==> src/pkg/smsl_map.svh <==
`ifndef SMSL_MAP_SVH
`define SMSL_MAP_SVH

// ****************************************
// register offsets (byte addresses)
// ****************************************
`define SMSL_ADDR_CTRL 8'h00
`define SMSL_ADDR_STATUS 8'h04
`define SMSL_ADDR_ALARM 8'h08
`define SMSL_LIMIT_BASE_HI 3'h1
`define SMSL_LIMIT_IDX_LSB 2
`define SMSL_LIMIT_IDX_MSB 4

// ****************************************
// control register fields
// ****************************************
`define SMSL_CTRL_MODE_LSB 0
`define SMSL_CTRL_MODE_MSB 2
`define SMSL_CTRL_AUTO_LSB 3
`define SMSL_CTRL_AUTO_MSB 5
`define SMSL_CTRL_ASSIGN_BIT 6
`define SMSL_CTRL_RST 7'h00

// ****************************************
// control mode selection codes
// ****************************************
`define SMSL_CMODE_POS 3'h0
`define SMSL_CMODE_POS_SPD 3'h1
`define SMSL_CMODE_SPD 3'h2
`define SMSL_CMODE_SPD_TRQ 3'h3
`define SMSL_CMODE_TRQ 3'h4
`define SMSL_CMODE_TRQ_POS 3'h5

// ****************************************
// reset values and alarm codes
// ****************************************
`define SMSL_LIMIT_RST 16'h0064
`define SMSL_ALM_NONE 12'h000
`define SMSL_ALM_OVERCURRENT 12'h320
`define SMSL_ALM_OVERLOAD1 12'h500
`define SMSL_ALM_OVERLOAD2 12'h510
`define SMSL_ALM_UNDERVOLT 12'h101
`define SMSL_PIN_COUNT 13

`endif

==> src/pkg/smsl_pkg.sv <==
package smsl_pkg;

    // ****************************************
    // types
    // ****************************************
    typedef enum logic [1:0] {
        SMSL_CTL_POS = 2'h0,
        SMSL_CTL_SPD = 2'h1,
        SMSL_CTL_TRQ = 2'h3
    } smsl_ctl_e;

    typedef enum logic {
        SMSL_ALM_RUN = 1'b0,
        SMSL_ALM_TRIP = 1'b1
    } smsl_alarm_e;

    typedef enum logic [1:0] {
        SMSL_DIR_NONE = 2'h0,
        SMSL_DIR_CCW = 2'h1,
        SMSL_DIR_CW = 2'h2
    } smsl_dir_e;

    typedef struct packed {
        logic set_key;
        logic rev_stroke;
        logic fwd_stroke;
        logic servo_on;
        logic rev_start;
        logic fwd_start;
        logic alarm_reset;
        logic mode_change;
        logic rev_select;
        logic fwd_select;
        logic speed_hi;
        logic speed_mid;
        logic speed_lo;
    } smsl_pins_s;

    typedef struct packed {
        logic assign_all;
        logic [2:0] auto_on;
        logic [2:0] mode;
    } smsl_cfg_s;

    typedef logic [15:0] smsl_speed_t;

endpackage : smsl_pkg

==> src/design/smsl_limit_mem.sv <==
`timescale 1ns/1ps
`include "smsl_map.svh"
module smsl_limit_mem
    import smsl_pkg::*;
(
    input wire logic clk_in,
    input wire logic reset_in,
    input wire logic ce_in,
    input wire logic wr_en_in,
    input wire logic [2:0] wr_addr_in,
    input wire smsl_speed_t wr_data_in,
    input wire logic [2:0] rd_a_addr_in,
    output smsl_speed_t rd_a_data_out,
    input wire logic [2:0] rd_b_addr_in,
    output smsl_speed_t rd_b_data_out
);
    // ****************************************
    // eight stored speed limits
    // ****************************************
    smsl_speed_t mem_reg [8];

    always_ff @(posedge clk_in) begin
        if (reset_in) begin
            for (int i = 0; i < 8; i++) begin
                mem_reg[i] <= `SMSL_LIMIT_RST;
            end
            rd_a_data_out <= `SMSL_LIMIT_RST;
            rd_b_data_out <= `SMSL_LIMIT_RST;
        end else if (ce_in) begin
            if (wr_en_in) begin
                mem_reg[wr_addr_in] <= wr_data_in;
            end
            rd_a_data_out <= mem_reg[rd_a_addr_in];
            rd_b_data_out <= mem_reg[rd_b_addr_in];
        end
    end
endmodule : smsl_limit_mem

==> src/design/smsl_sync.sv <==
`timescale 1ns/1ps
module smsl_sync #(
    parameter int WIDTH = 1
) (
    input wire logic clk_in,
    input wire logic reset_in,
    input wire logic ce_in,
    input wire logic [WIDTH-1:0] async_in,
    output logic [WIDTH-1:0] level_out,
    output logic [WIDTH-1:0] rise_out,
    output logic [WIDTH-1:0] fall_out
);
    // ****************************************
    // three stage capture, agree filter
    // ****************************************
    logic [WIDTH-1:0] s1_reg;
    logic [WIDTH-1:0] s2_reg;
    logic [WIDTH-1:0] s3_reg;
    logic [WIDTH-1:0] level_next;
    // s1 feeds only s2; a change counts once s2 and s3 agree
    assign level_next = (s2_reg & s3_reg) | (level_out & (s2_reg | s3_reg));

    always_ff @(posedge clk_in) begin
        if (reset_in) begin
            s1_reg <= '0;
            s2_reg <= '0;
            s3_reg <= '0;
            level_out <= '0;
            rise_out <= '0;
            fall_out <= '0;
        end else if (ce_in) begin
            s1_reg <= async_in;
            s2_reg <= s1_reg;
            s3_reg <= s2_reg;
            level_out <= level_next;
            rise_out <= level_next & ~level_out;
            fall_out <= ~level_next & level_out;
        end
    end
endmodule : smsl_sync

==> src/design/smsl_top.sv <==
// Behaviour
// - torque mode limits speed to one of eight stored limits by three select pins
// - default assignment uses only low select pin, choosing limit 0 or 1
// - forward select alone gives CCW limit, reverse select alone gives CW
// - limiting flag rises in torque mode when motor speed reaches the selected limit
// - servo-on and both stroke-end permits can be forced on by configuration
// - configuration value 1 selects position/internal-speed change mode
// - in that mode, change pin off gives position, on gives speed
// - with position involved, a change pin edge counts only at zero speed
// - leaving position for speed control clears droop pulses
// - in speed/torque mode, pin off gives speed, on gives torque
// - speed/torque changes are taken at any time, no zero-speed need
// - both starts off on entering speed control decelerates to stop
// - in torque/position mode, pin off gives torque, on gives position
// - leaving position for torque control clears droop pulses
// - any alarm shuts the drive stage off at once so motor coasts
// - alarm clears on reset pin rise, set key press or power cycle
// - alarm stays while its cause is still present
// - overcurrent, overload 1 and overload 2 report distinct alarm codes
// - control supply recovery raises the undervoltage alarm code
// - after an alarm in position control command pulses are ignored
//
// Strobed register access and the address map were chosen for this implementation.
`timescale 1ns/1ps
`include "smsl_map.svh"
module smsl_top
    import smsl_pkg::*;
(
    input wire logic clk_in,
    input wire logic reset_in,
    input wire logic ce_in,
    input wire logic [7:0] bus_addr_in,
    input wire logic [31:0] bus_wdata_in,
    input wire logic bus_wr_in,
    input wire logic bus_rd_in,
    output logic [31:0] bus_rdata_out,
    input wire logic speed_select_lo_in,
    input wire logic speed_select_mid_in,
    input wire logic speed_select_hi_in,
    input wire logic fwd_select_in,
    input wire logic rev_select_in,
    input wire logic mode_change_input_in,
    input wire logic alarm_reset_input_in,
    input wire logic fwd_start_input_in,
    input wire logic rev_start_input_in,
    input wire logic servo_on_in,
    input wire logic fwd_stroke_end_ok_in,
    input wire logic rev_stroke_end_ok_in,
    input wire logic set_key_in,
    input wire logic signed [15:0] motor_speed_in,
    input wire logic zero_speed_flag_in,
    input wire logic overcurrent_in,
    input wire logic overload1_in,
    input wire logic overload2_in,
    input wire logic undervoltage_in,
    output logic speed_limiting_flag_out,
    output smsl_speed_t limit_value_out,
    output smsl_dir_e limit_dir_out,
    output smsl_ctl_e ctl_mode_out,
    output logic droop_clear_out,
    output logic decel_stop_out,
    output logic base_drive_en_out,
    output logic pulse_accept_out,
    output logic alarm_out,
    output logic [11:0] alarm_code_out,
    output logic servo_on_out,
    output logic fwd_stroke_end_ok_out,
    output logic rev_stroke_end_ok_out
);
    // ****************************************
    // helper functions
    // ****************************************
    function automatic smsl_speed_t speed_mag(input logic signed [15:0] s);
        speed_mag = s[15] ? smsl_speed_t'(-s) : smsl_speed_t'(s);
    endfunction : speed_mag

    function automatic logic limit_hit(input logic [7:0] a);
        limit_hit = (a[7:5] == `SMSL_LIMIT_BASE_HI) && (a[1:0] == 2'h0);
    endfunction : limit_hit

    function automatic smsl_ctl_e mode_of(input logic [2:0] m, input logic mode_change_input);
        unique case (m)
            `SMSL_CMODE_POS: mode_of = SMSL_CTL_POS;
            `SMSL_CMODE_POS_SPD: mode_of = mode_change_input ? SMSL_CTL_SPD : SMSL_CTL_POS;
            `SMSL_CMODE_SPD: mode_of = SMSL_CTL_SPD;
            `SMSL_CMODE_SPD_TRQ: mode_of = mode_change_input ? SMSL_CTL_TRQ : SMSL_CTL_SPD;
            `SMSL_CMODE_TRQ: mode_of = SMSL_CTL_TRQ;
            `SMSL_CMODE_TRQ_POS: mode_of = mode_change_input ? SMSL_CTL_POS : SMSL_CTL_TRQ;
            default: mode_of = SMSL_CTL_POS;
        endcase
    endfunction : mode_of

    function automatic logic [11:0] code_of(input logic oc, input logic ol1,
                                            input logic ol2);
        code_of = oc ? `SMSL_ALM_OVERCURRENT : (ol1 ? `SMSL_ALM_OVERLOAD1 :
                  (ol2 ? `SMSL_ALM_OVERLOAD2 : `SMSL_ALM_UNDERVOLT));
    endfunction : code_of

    // ****************************************
    // pin capture
    // ****************************************
    smsl_pins_s pins_raw;
    logic [`SMSL_PIN_COUNT-1:0] lvl_vec;
    logic [`SMSL_PIN_COUNT-1:0] rise_vec;
    logic [`SMSL_PIN_COUNT-1:0] fall_vec;
    smsl_pins_s pin_lvl;
    smsl_pins_s pin_rise;
    smsl_pins_s pin_fall;

    assign pins_raw = '{set_key: set_key_in, rev_stroke: rev_stroke_end_ok_in,
                        fwd_stroke: fwd_stroke_end_ok_in, servo_on: servo_on_in,
                        rev_start: rev_start_input_in, fwd_start: fwd_start_input_in,
                        alarm_reset: alarm_reset_input_in,
                        mode_change: mode_change_input_in,
                        rev_select: rev_select_in, fwd_select: fwd_select_in,
                        speed_hi: speed_select_hi_in, speed_mid: speed_select_mid_in,
                        speed_lo: speed_select_lo_in};
    assign pin_lvl = smsl_pins_s'(lvl_vec);
    assign pin_rise = smsl_pins_s'(rise_vec);
    assign pin_fall = smsl_pins_s'(fall_vec);

    smsl_sync #(
        .WIDTH(`SMSL_PIN_COUNT)
    ) u_sync (
        .clk_in(clk_in),
        .reset_in(reset_in),
        .ce_in(ce_in),
        .async_in(pins_raw),
        .level_out(lvl_vec),
        .rise_out(rise_vec),
        .fall_out(fall_vec)
    );

    // ****************************************
    // register bus
    // ****************************************
    smsl_cfg_s cfg_reg;
    logic [31:0] rdata_reg;
    logic rd_mem_reg;
    logic limit_wr;
    logic [2:0] bus_idx;
    logic [31:0] rd_mux;
    smsl_speed_t mem_qa;
    smsl_speed_t mem_qb;
    logic [2:0] sel_idx_reg;
    logic [2:0] sel_idx_next;
    smsl_ctl_e mode_reg;
    smsl_alarm_e alarm_reg;
    logic [11:0] code_reg;

    assign bus_idx = bus_addr_in[`SMSL_LIMIT_IDX_MSB:`SMSL_LIMIT_IDX_LSB];
    assign limit_wr = bus_wr_in && limit_hit(bus_addr_in);
    assign rd_mux = (bus_addr_in == `SMSL_ADDR_CTRL) ? {25'h0, cfg_reg} :
                    (bus_addr_in == `SMSL_ADDR_STATUS) ?
                    {28'h0, speed_limiting_flag_out, alarm_reg, mode_reg} :
                    (bus_addr_in == `SMSL_ADDR_ALARM) ? {20'h0, code_reg} : 32'h0;
    // stored limits come out of the memory's own read register
    assign bus_rdata_out = rd_mem_reg ? {16'h0, mem_qb} : rdata_reg;

    always_ff @(posedge clk_in) begin
        if (reset_in) begin
            cfg_reg <= `SMSL_CTRL_RST;
            rdata_reg <= 32'h0;
            rd_mem_reg <= 1'b0;
        end else if (ce_in) begin
            if (bus_wr_in && bus_addr_in == `SMSL_ADDR_CTRL) begin
                cfg_reg <= bus_wdata_in[6:0];
            end
            rdata_reg <= bus_rd_in ? rd_mux : 32'h0;
            rd_mem_reg <= bus_rd_in && limit_hit(bus_addr_in);
        end
    end

    smsl_limit_mem u_mem (
        .clk_in(clk_in),
        .reset_in(reset_in),
        .ce_in(ce_in),
        .wr_en_in(limit_wr),
        .wr_addr_in(bus_idx),
        .wr_data_in(bus_wdata_in[15:0]),
        .rd_a_addr_in(sel_idx_reg),
        .rd_a_data_out(mem_qa),
        .rd_b_addr_in(bus_idx),
        .rd_b_data_out(mem_qb)
    );

    // ****************************************
    // speed limit selection and flag
    // ****************************************
    smsl_dir_e dir_next;
    logic flag_next;

    // without full assignment the mid and high selects read as off
    assign sel_idx_next = cfg_reg.assign_all ?
                          {pin_lvl.speed_hi, pin_lvl.speed_mid, pin_lvl.speed_lo} :
                          {2'b00, pin_lvl.speed_lo};
    assign dir_next = (pin_lvl.fwd_select && !pin_lvl.rev_select) ? SMSL_DIR_CCW :
                      (!pin_lvl.fwd_select && pin_lvl.rev_select) ? SMSL_DIR_CW :
                      SMSL_DIR_NONE;
    // limit lags a select change by two cycles; harmless against a motor loop
    assign flag_next = (mode_reg == SMSL_CTL_TRQ) &&
                       (speed_mag(motor_speed_in) >= mem_qa);

    always_ff @(posedge clk_in) begin
        if (reset_in) begin
            sel_idx_reg <= 3'h0;
            limit_value_out <= `SMSL_LIMIT_RST;
            limit_dir_out <= SMSL_DIR_NONE;
            speed_limiting_flag_out <= 1'b0;
        end else if (ce_in) begin
            sel_idx_reg <= sel_idx_next;
            limit_value_out <= mem_qa;
            limit_dir_out <= dir_next;
            speed_limiting_flag_out <= flag_next;
        end
    end

    // ****************************************
    // control mode change
    // ****************************************
    logic lop_eff_reg;
    logic lop_eff_next;
    logic has_pos;
    logic lop_edge;
    smsl_ctl_e mode_next;
    logic droop_next;
    logic decel_next;

    assign has_pos = (cfg_reg.mode == `SMSL_CMODE_POS_SPD) ||
                     (cfg_reg.mode == `SMSL_CMODE_TRQ_POS);
    assign lop_edge = pin_rise.mode_change || pin_fall.mode_change;
    // an edge missed away from zero speed stays missed until the next edge
    assign lop_eff_next = (cfg_reg.mode == `SMSL_CMODE_SPD_TRQ) ? pin_lvl.mode_change :
                          (has_pos && lop_edge && zero_speed_flag_in) ?
                          pin_lvl.mode_change : lop_eff_reg;
    assign mode_next = mode_of(cfg_reg.mode, lop_eff_next);
    assign droop_next = (mode_reg == SMSL_CTL_POS) && (mode_next != SMSL_CTL_POS);
    assign decel_next = (mode_next == SMSL_CTL_SPD) && !pin_lvl.fwd_start &&
                        !pin_lvl.rev_start && ((mode_reg != SMSL_CTL_SPD) || decel_stop_out);

    always_ff @(posedge clk_in) begin
        if (reset_in) begin
            lop_eff_reg <= 1'b0;
            mode_reg <= SMSL_CTL_POS;
            ctl_mode_out <= SMSL_CTL_POS;
            droop_clear_out <= 1'b0;
            decel_stop_out <= 1'b0;
        end else if (ce_in) begin
            lop_eff_reg <= lop_eff_next;
            mode_reg <= mode_next;
            ctl_mode_out <= mode_next;
            droop_clear_out <= droop_next;
            decel_stop_out <= decel_next;
        end
    end

    // ****************************************
    // alarm handling
    // ****************************************
    logic uv_d_reg;
    logic uv_event;
    logic trip_evt;
    logic cause_now;
    logic clear_req;
    smsl_alarm_e alarm_next;
    logic [11:0] code_next;

    assign uv_event = uv_d_reg && !undervoltage_in;
    assign trip_evt = overcurrent_in || overload1_in || overload2_in || uv_event;
    assign cause_now = overcurrent_in || overload1_in || overload2_in || undervoltage_in;
    assign clear_req = pin_rise.alarm_reset || pin_rise.set_key;
    // a fresh trip in the clear cycle wins over the clear
    assign alarm_next = (alarm_reg == SMSL_ALM_RUN) ?
                        (trip_evt ? SMSL_ALM_TRIP : SMSL_ALM_RUN) :
                        ((clear_req && !cause_now && !trip_evt) ?
                        SMSL_ALM_RUN : SMSL_ALM_TRIP);
    assign code_next = (alarm_reg == SMSL_ALM_RUN && trip_evt) ?
                       code_of(overcurrent_in, overload1_in, overload2_in) :
                       (alarm_next == SMSL_ALM_RUN) ? `SMSL_ALM_NONE : code_reg;

    always_ff @(posedge clk_in) begin
        if (reset_in) begin
            uv_d_reg <= 1'b0;
            alarm_reg <= SMSL_ALM_RUN;
            code_reg <= `SMSL_ALM_NONE;
            alarm_out <= 1'b0;
            alarm_code_out <= `SMSL_ALM_NONE;
        end else if (ce_in) begin
            uv_d_reg <= undervoltage_in;
            alarm_reg <= alarm_next;
            code_reg <= code_next;
            alarm_out <= (alarm_next == SMSL_ALM_TRIP);
            alarm_code_out <= code_next;
        end
    end

    // ****************************************
    // drive enables
    // ****************************************
    logic son_eff;
    logic lsp_eff;
    logic lsn_eff;

    assign son_eff = cfg_reg.auto_on[0] || pin_lvl.servo_on;
    assign lsp_eff = cfg_reg.auto_on[1] || pin_lvl.fwd_stroke;
    assign lsn_eff = cfg_reg.auto_on[2] || pin_lvl.rev_stroke;

    always_ff @(posedge clk_in) begin
        if (reset_in) begin
            servo_on_out <= 1'b0;
            fwd_stroke_end_ok_out <= 1'b0;
            rev_stroke_end_ok_out <= 1'b0;
            base_drive_en_out <= 1'b0;
            pulse_accept_out <= 1'b0;
        end else if (ce_in) begin
            servo_on_out <= son_eff;
            fwd_stroke_end_ok_out <= lsp_eff;
            rev_stroke_end_ok_out <= lsn_eff;
            base_drive_en_out <= son_eff && (alarm_next == SMSL_ALM_RUN);
            pulse_accept_out <= (mode_next == SMSL_CTL_POS) &&
                                (alarm_next == SMSL_ALM_RUN);
        end
    end
endmodule : smsl_top

==> config.mk <==
export PLATFORM = sky130hd
export DESIGN_NAME = smsl_top
export DESIGN_NICKNAME = d
export VERILOG_FILES = /design/src/pkg/smsl_pkg.sv /design/src/design/smsl_limit_mem.sv /design/src/design/smsl_sync.sv /design/src/design/smsl_top.sv
export VERILOG_INCLUDE_DIRS = /design/src /design/src/pkg
export SDC_FILE = /design/constraint.sdc
export NUM_CORES = 1
export LEC_CHECK = 0
export ABC_AREA = 1
export BUFFER_PORTS_ARGS = -buffer_cell sky130_fd_sc_hd__buf_4
export CAP_MARGIN = 20
export CORE_ASPECT_RATIO = 0.5
export CORE_UTILIZATION = 54
export DETAILED_ROUTE_END_ITERATION = 16
export GPL_ROUTABILITY_DRIVEN = 0
export PLACE_DENSITY_LB_ADDON = 0.2
export SYNTH_ARGS = -nofsm -noshare
export SYNTH_HDL_FRONTEND = slang
export SYNTH_HIERARCHICAL = 1
export SYNTH_SLANG_ARGS = --single-unit
==> constraint.sdc <==
create_clock -name clk_in -period 2.1 [get_ports clk_in]
set_input_delay 0.105 -clock clk_in [delete_from_list [all_inputs] [get_ports clk_in]]
set_output_delay 0.105 -clock clk_in [all_outputs]
set_load 0.05 [all_outputs]
; Word-level counts from Yosys, hierarchy flattened
; Memories as Yosys holds them, arrays and structs flattened. A register that Yosys moved wholly into a read port is not among the register bits.
; Cells that the tools add are included.
[op_classes]
add_sub_neg = 1
order_cmp = 1
n_eq_ne = 12
n_mux = 32
bitwise = 10
n_reduce_logical = 45
[ops]
columns = cell, count
row1 = two-way mux 12 bit, 6
row2 = AND 13 bit, 3
row3 = two-way mux 11 bit, 3
row4 = two-way mux 16 bit, 2
row5 = two-way mux 32 bit, 1
row6 = bitwise OR 13 bit, 2
row7 = logical AND 1 bit, 19
row8 = greater-or-equal comparator 16 bit, 1
row9 = negator 16 bit, 1
row10 = OR reduction 16 bit, 1
row11 = two-way mux 1 bit, 13
row12 = inverter 13 bit, 1
row13 = logical OR 1 bit, 11
row14 = case mux 2 bit (5 select lines), 1
row15 = == test 8 x 3 -> 1 bit (second input constant), 1
row16 = == test 8 x 4 -> 1 bit (second input constant), 1
row17 = logical NOT 8 bit, 1
row18 = two-way mux 2 bit, 4
row19 = logical NOT 1 bit, 7
row20 = AND 6 bit, 1
row21 = == test 3 x 1 -> 1 bit (second input constant), 2
row22 = == test 3 x 2 -> 1 bit (second input constant), 2
row23 = == test 3 bit (second input constant), 2
row24 = logical NOT 2 bit, 3
row25 = 8 further kinds, 12
[totals]
reg_bits = 157
mem_bits_rw = 128
elab_cells = 129
n_memories = 1
[memory_table]
columns = name, depth, width, rd, rd_ports_with_merged_regs, wr, line
row1 = u_mem.mem_reg, 8, 16, 2, 2, 8, smsl_limit_mem.sv:20  ; smsl_speed_t mem_reg [8];

; Longest topological paths before layout
; Gate-level depths: netlist of run 1.
[logic_depth]
ltp_word = 12
ltp_mapped = 16
mapped_depth_nobuf = 16

; Hierarchy
; The synthesis of run 1 kept the hierarchy.
[modules_own_cells]
columns = module, instances, cells_each, area_each_um2, seq_area_each_um2
row1 = smsl_limit_mem, 1, 1055, 8289.2, 4484.3
row2 = smsl_top, 1, 476, 3374.5, 1141.1
row3 = smsl_sync, 1, 408, 2997.9, 1561.5

; Worst setup path before layout of run 1
; No wires, ideal clock.
[synth_path]
kind = input to register
startpoint = input port bus_addr_in[1]
endpoint = memory u_mem/mem_reg[0][0] (netlist name), enable pin
setup_time_ns = 0.372
t_arrival_ns = 1.748
setup_slack_ns = -0.019
cell_stages = 9
path_buffers = 1
path_cell_list = or2_4 nor4_1 inv_1 nor2_1 nand2_1 nor3_2 nand2_1 buf_2 nand2_1
[synth_rtl]
columns = item, line
row1 = "start, declared", smsl_top.sv:32  ; input wire logic [7:0] bus_addr_in,
row2 = "end, declared", smsl_limit_mem.sv:20

==> results list, run 1 <==
- The run finished, with violations left.
- Failing checks: DRC
- Largest incremental delay on the critical path: approximately 550 ps
- Counting the buffers created by CTS gives 25.
* H-tree Lvls: 1
- Top cell family by delay on the critical path: buffers and inverters
- The hold violation count in the final report is 0.
- The later pin in the worst-skew pair is clocked with a latency of 530 ps.
- Drt drc: 2
- During synthesis, Yosys emitted a total of 6 warnings.
* Detailed-route via count: 12500
* Routed Wire Length: 38200 µm
* Worst setup path category: in -> reg
* Slack of the worst reg-to-reg path: 400 ps
- Entering global routing, the biggest net connects 58 pins.
- Worst Hold Class: in -> reg
* Post-synthesis instance total: roughly 1800
- Final non-filler cell total: 2336
- Data on the critical path is required at its endpoint by 2340 ps.
- The total area inside the core boundary comes to 25200 µm².
- Final setup violation count: 0
- Fin crit period: around 2000 ps
* Number of cells on the worst reg-to-reg path: 5
* Deepest clock path buffer count: 3
- The tree built by TritonCTS fans out to 273 sinks.
* Post-detailed-placement cell area: 15200 µm²
- In this run, placement finished with an instance count of between 2000 and 2500.
* Arrival time of the worst setup path: 2230 ps
- From synthesis to final layout, the design area changed by 17.2%.
- In the global route stage, overall resource usage came out at between 20% and 30%.
- Power spread over the standard cell area amounts to 732 nW/µm².
* CP max-delay cell: dlygate4sd3_1
- After detailed routing, the average wire length per cell comes to 16.4 µm.
* Vias in the first global route: between 10000 and 15000
- Post CTS Setup Buffer Count: 0
- Share of final-layout standard cells stronger than drive strength 1: 12.7%
- The total overflow left after global routing is 0.
- Average vias per placed instance: ~5.4
* Startpoint class of the critical path: input port
- CTS tree: yes
- The wire-length estimate of the detail-placed layout is between 20000 and 30000 µm.
- Initial antenna violation count: 0
* Worst Setup SP: bus_addr_in[6]
- The die covers around 26000 µm².
- Across the VDD grid, the largest voltage drop is 495 µV.
- Clock tree synthesis selected as its root buffer the cell clkbuf_16.
- Site Rows: 41
- The register with the most flip-flops in the layout has about 130 of them.
- Synth Cell Area: 13900 µm²
* Ratio of final minimum period to clock period: 94.7%
- The first routing iteration left around 1300 violations.
- Total Nets Final: 2071
- 152 I/O pins were placed.
* CP endpoint kind: flip-flop
* Initial core utilization: 55.0%
- Critical Path Stages: 12
- In this run the worst setup path terminates at u_mem/mem_reg[3][9]$_SDFFCE_PN0P_.
* Cell type with the highest occurrence count on the critical path: buf_4
- Width of the die: approximately 230 µm
* Worst clock skew on the final layout: 9.65 ps
* Number of routed nets with antenna violations: 0
- Setup repair after global routing left no endpoint under its margin.
- The first global-routing pass estimated 59800 µm of wire.
* Count of buffers from port buffering: 113
- Max-cap violations in this run came to 0.
- Most frequent standard cell in the layout excluding fill and tap cells: nand2_1
* Maximum fanout count along the critical path: 12
- Summing all non-filler instances in the final layout gives an area of 16200 µm².
- The number of antenna diodes in the final layout is 0.
- Launching point of the worst reg2reg path: sel_idx_reg[2]$_SDFFE_PP0P_
- After clock tree synthesis, the clock-pin slew on the worst setup and hold paths is 70 ps.
* Buffers & Inverters on Critical Path: 7
- In the layout the commonest cells are nand2_1, inv_1, nand3_1, nor2_1, buf_4.
* Slew Limit Headroom: 51.0%
- Overall power consumption: 11900 µW
- DIE HEIGHT: 115 µm
* Final setup TNS: 0 ps
- Average instance area after synthesis: 7.54 µm²
* Static Leak: 0.00750 µW
- Traced cell by cell, the critical path runs through dlygate4sd3_1 -> buf_4 -> nor4_1 -> buf_4 -> inv_1 -> nor2_1 -> buf_4 -> nand4_2 -> nor2_2 -> inv_1 -> nand2_1 -> buf_12.
- For the pin with the worst max-slew slack, the measured transition is 731 ps.
- The first TritonRoute pass finished after 11 iterations.
* Maximum achievable frequency: 503 MHz
- In this run the critical register-to-register path is captured at u_mem/rd_a_data_out[5]$_SDFFE_PP1P_.
- The number of max-slew violations in the final report came to 0.
-- layout make-up --
| type | instances | area, µm² |
|---|---|---|
| fillers | 2234 | 8940 |
| flip-flops and latches | 273 | 6750 |
| multi-input cells | 1198 | 5530 |
| repair buffers | 214 | 1800 |
| inverters | 262 | 985 |
| clock buffers | 38 | 708 |
| well taps | 344 | 430 |
| clock inverters | 7 | 37.5 |
-- metrics by stage --
stage	hold WS [ps]	util, %	worst slack (ps)
2_1_floorplan	233	-	-19.2
3_3_place_gp	325	60.4	-239
3_5_place_dp	332	60.4	-270
4_1_cts	10.3	64.5	161
5_1_grt	43.4	64.5	26.4
6_report	16.5	64.5	112
-- worst reg2reg max path, stage by stage (launching register included) --
cell      delay (ps)
dfxtp_1          340
clkinv_1         570
o211ai_1         340
nand3_1          150
nand3_1          140
nand2_1           60
-- worst min path at each step --
stage          slack [ps]  cells past startpoint                            endpoint              from
2_1_floorplan         230                      2             cfg_reg[2]$_SDFFE_PP0P_   bus_wdata_in[2]
3_3_place_gp          320                      3       u_sync/s1_reg[9]$_SDFFE_PP0P_       servo_on_in
3_5_place_dp          330                      3       u_sync/s1_reg[4]$_SDFFE_PP0P_     rev_select_in
4_1_cts                10                      5           rdata_reg[6]$_SDFFE_PP0P_         bus_rd_in
5_1_grt                40                      3  u_mem/mem_reg[3][15]$_SDFFCE_PN0P_  bus_wdata_in[15]
6_report               20                      5           rdata_reg[6]$_SDFFE_PP0P_         bus_rd_in
-- per-layer routing --
metal	GRT usage [%]	wire, µm	vias up	share of wire [%]
met2	45.6	16900	546	44
met1	40.4	16800	5786	44
met4	9.26	1080	0	2.8
met3	5.56	3450	73	9.0
li1	-	-	6095	-
met5	0	0	-	0
-- report_power, final --
group	switching (µW)	internal, µW	leakage [µW]
clock network	1980	2330	0.000368
logic	1100	546	0.00471
registers	122	5810	0.00242
-- timing repair --
action	4_1_cts	5_1_grt
pin swaps	0	0
hold buffers	29	0
endpoints found under the hold margin	39	0
gates resized for setup	1	1
setup endpoints to repair	1	1
(Power assumes the default switching activity.)
==> inputs of run 2 (changes only) <==
--- a/config.mk
+++ b/config.mk
@@ -9,8 +9,10 @@
 export ABC_AREA = 1
 export BUFFER_PORTS_ARGS = -buffer_cell sky130_fd_sc_hd__buf_4
 export CAP_MARGIN = 20
+export CELL_PAD_IN_SITES_DETAIL_PLACEMENT = 0
+export CELL_PAD_IN_SITES_GLOBAL_PLACEMENT = 2
 export CORE_ASPECT_RATIO = 0.5
-export CORE_UTILIZATION = 54
+export CORE_UTILIZATION = 31
 export DETAILED_ROUTE_END_ITERATION = 16
 export GPL_ROUTABILITY_DRIVEN = 0
 export PLACE_DENSITY_LB_ADDON = 0.2
==> results list, run 2 (synthesis results as in run 1) <==
- The worst setup path is launched from a flip-flop.
* Placed insts: 2515 (+11%)
* I/O pins: 152 (unchanged)
- Number of max-capacitance violations reported: 0 (unchanged)
* Hold Path Cell Cnt: 3 (-2)
- The initial core utilization is 31.6% (-23 points).
- The library cell used most frequently in the layout, excluding fill and tap cells, is nand2_1.
- Fin crit period: 2020 ps (+34.2 ps)
* Worst setup path category: reg -> out
* Maximum ir drop on the vdd rail: 505 µV (+2.0%)
- Required time of the worst setup path: 2000 ps (-340 ps)
- Clock latency on the worst-skew pair: 570 ps (+40 ps)
* Number of DRC markers in iteration 0: 830 (-35%)
- Detailed-route via count: 12100 (-3.2%)
- The initial antenna violation count was 0 (unchanged).
* Arrival time of the worst setup path: 1920 ps (-310 ps)
- The post-detailed-placement half-perimeter wirelength was 31100 µm (+20%).
- Root buffer cell: clkbuf_16
* Clock sinks: 273 (unchanged)
- Fin area: 17000 µm² (+4.7%)
- Aggregate global-route resource usage: 19.7% (-9.2 points)
* Failing checks: DRC
- Number of routed nets with antenna violations: 0 (unchanged)
- The number of placement rows came to 54 (+32%).
- Slew Limit Headroom: 51.1% (+0.16 points)
- Worst-case setup slack after placement: -349 ps (-79.1 ps)
- The number of non-filler instances in the completed layout is 2606 (+12%).
- The post-layout worst setup margin came to 77.4 ps (-34.2 ps).
- The remaining global-route overflow is 0 (unchanged).
- The layout cell share with drive strength beyond 1 is 13.7% (+1.0 points).
* Count of buffers from port buffering: 113 (unchanged)
- Drt drc: 1 (-1)
* Total die area: 45600 µm² (+73%)
* Antenna diodes: 0 (unchanged)
* Layout-stage area growth over the synthesis result: 22.7%
- The TritonCTS buffer count was 29 (+16%).
- The run finished, with violations left.
- Setup repair after global routing left no endpoint under its margin.
- Standard cell core area: 43800 µm² (+74%)
* H-tree Lvls: 1 (unchanged)
- Maximum achievable frequency: 494 MHz (-1.7%)
- Number of cells on the worst reg-to-reg path: 9 (+4)
- The y dimension of the die came to 152 µm (+31%).
* Average vias per placed instance: 4.65 (-13%)
- The number of max-slew violations in the final report was 0 (unchanged).
- Worst slew pin tran: 732 ps (+1.10 ps)
* Final setup violation count: 0 (unchanged)
* Clock-pin slew reported for the worst setup and hold paths after clock tree synthesis: 70 ps (about the same)
- The maximum number of pins on one net before global-route repair was 85 (+47%).
* Vias in the first global route: 11100 (-3.0%)
- The post-placement cell area came to 15600 µm² (+2.7%).
- Deepest clock path buffer count: 3 (unchanged)
- The worst hold path belongs to the class in -> reg.
- Per-cell routed wire length: 17.4 µm (+6.1%)
- The ratio of final minimum period to clock period is 96.3% (+1.6 points).
- The first-pass GRT wire length is 67900 µm (+13%).
- The final worst clock skew came to 21.1 ps (+11.5 ps).
- The flip-flop count of the largest register, all copies and words added came to 128 (unchanged).
- The total wire length is 45200 µm (+18%).
- TritonCTS built the clock tree.
- CP endpoint kind: primary output
* Width of the die: 301 µm (+32%)
* Number of search-and-repair iterations in the first detailed-routing pass: 11 (unchanged)
* Total Nets Final: 2092 (+1.0%)
- The library cells used most frequently in the layout, excluding fill and tap cells, are nand2_1, inv_1, nand3_1, nor2_1, buf_4.
- The power density over the cells was 768 nW/µm² (+4.9%).
- Static Leak: 0.00774 µW (+3.1%)
* Maximum fanout count along the critical path: 13 (+1)
* Final hold violations: 0 (unchanged)
==> run 2: changes by cell type in the layout (fill, tap and decap cells not counted), sizes merged <==
cell         before  now
clkinvlp          1    0
buf             185  194
inv             257  260
dlygate4sd3      29   37
clkbuf           38   43
bufinv            0    2
==> run 2: through the flow <==
step                      hold WS (ps)  setup TNS (ps)  power (µW)  utilization (%)
after global routing              35.6               0       13600             38.8
after global placement             328            -772        7700             35.6
after CTS                         12.6               0       13200             38.7
after detailed placement           332           -1210        7700             35.6
after floorplan                    233           -1230        7090                -
final                             28.6               0       13100             38.8
==> run 2: timing repair <==
action / CTS / global route
setup buffers: 0 / 0
hold buffers: 37 / 0
resized for setup: 0 / 4
hold endpoints to repair: 107 / 0
setup endpoints to repair: 0 / 25
==> run 2: worst paths after layout <==
kind | startpoint | to | slack, ps
worst max-delay path | rd_mem_reg$_SDFFE_PP0P_ | bus_rdata_out[2] | 80
worst min-delay path | ce_in | u_sync/s1_reg[4]$_SDFFE_PP0P_ | 30
worst max register to register | uv_d_reg$_SDFFE_PP0P_ | code_reg[4]$_SDFFE_PP0P_ | 430
worst min register to register | u_sync/level_out[12]$_SDFFE_PP0P_ | u_sync/level_out[12]$_SDFFE_PP0P_ | 460
==> run 2: area by class of cell <==
| cell class | instances | area (µm²) |
|---|---|---|
| fill | 4619 | 26800 |
| multi-input combinational | 1198 | 5550 |
| sequential | 273 | 6750 |
| inverter | 262 | 985 |
| clock inverter | 11 | 115 |
| clock buffer | 43 | 891 |
| tap | 588 | 736 |
| timing repair buffer | 231 | 1990 |
==> run 2: report_power, final <==
| group | total (µW) | leakage (µW) | internal (µW) | switching (µW) |
|---|---|---|---|---|
| Sequential | 5930 | 0.00242 | 5810 | 116 |
| Combinational | 1700 | 0.00481 | 561 | 1140 |
| Clock | 5430 | 0.000504 | 3180 | 2250 |
==> run 2: critical path, stage by stage (launching register included) <==
cell     delay [ps]
dfxtp_1         720
mux2_2          430
buf_4           200
==> run 2: routing by layer <==
layer / part of all wire [%] / track usage, %
met2: 44 / 31.0
met5: 0 / 0
met3: 4.9 / 2.91
met4: 1.5 / 3.50
met1: 50 / 28.7
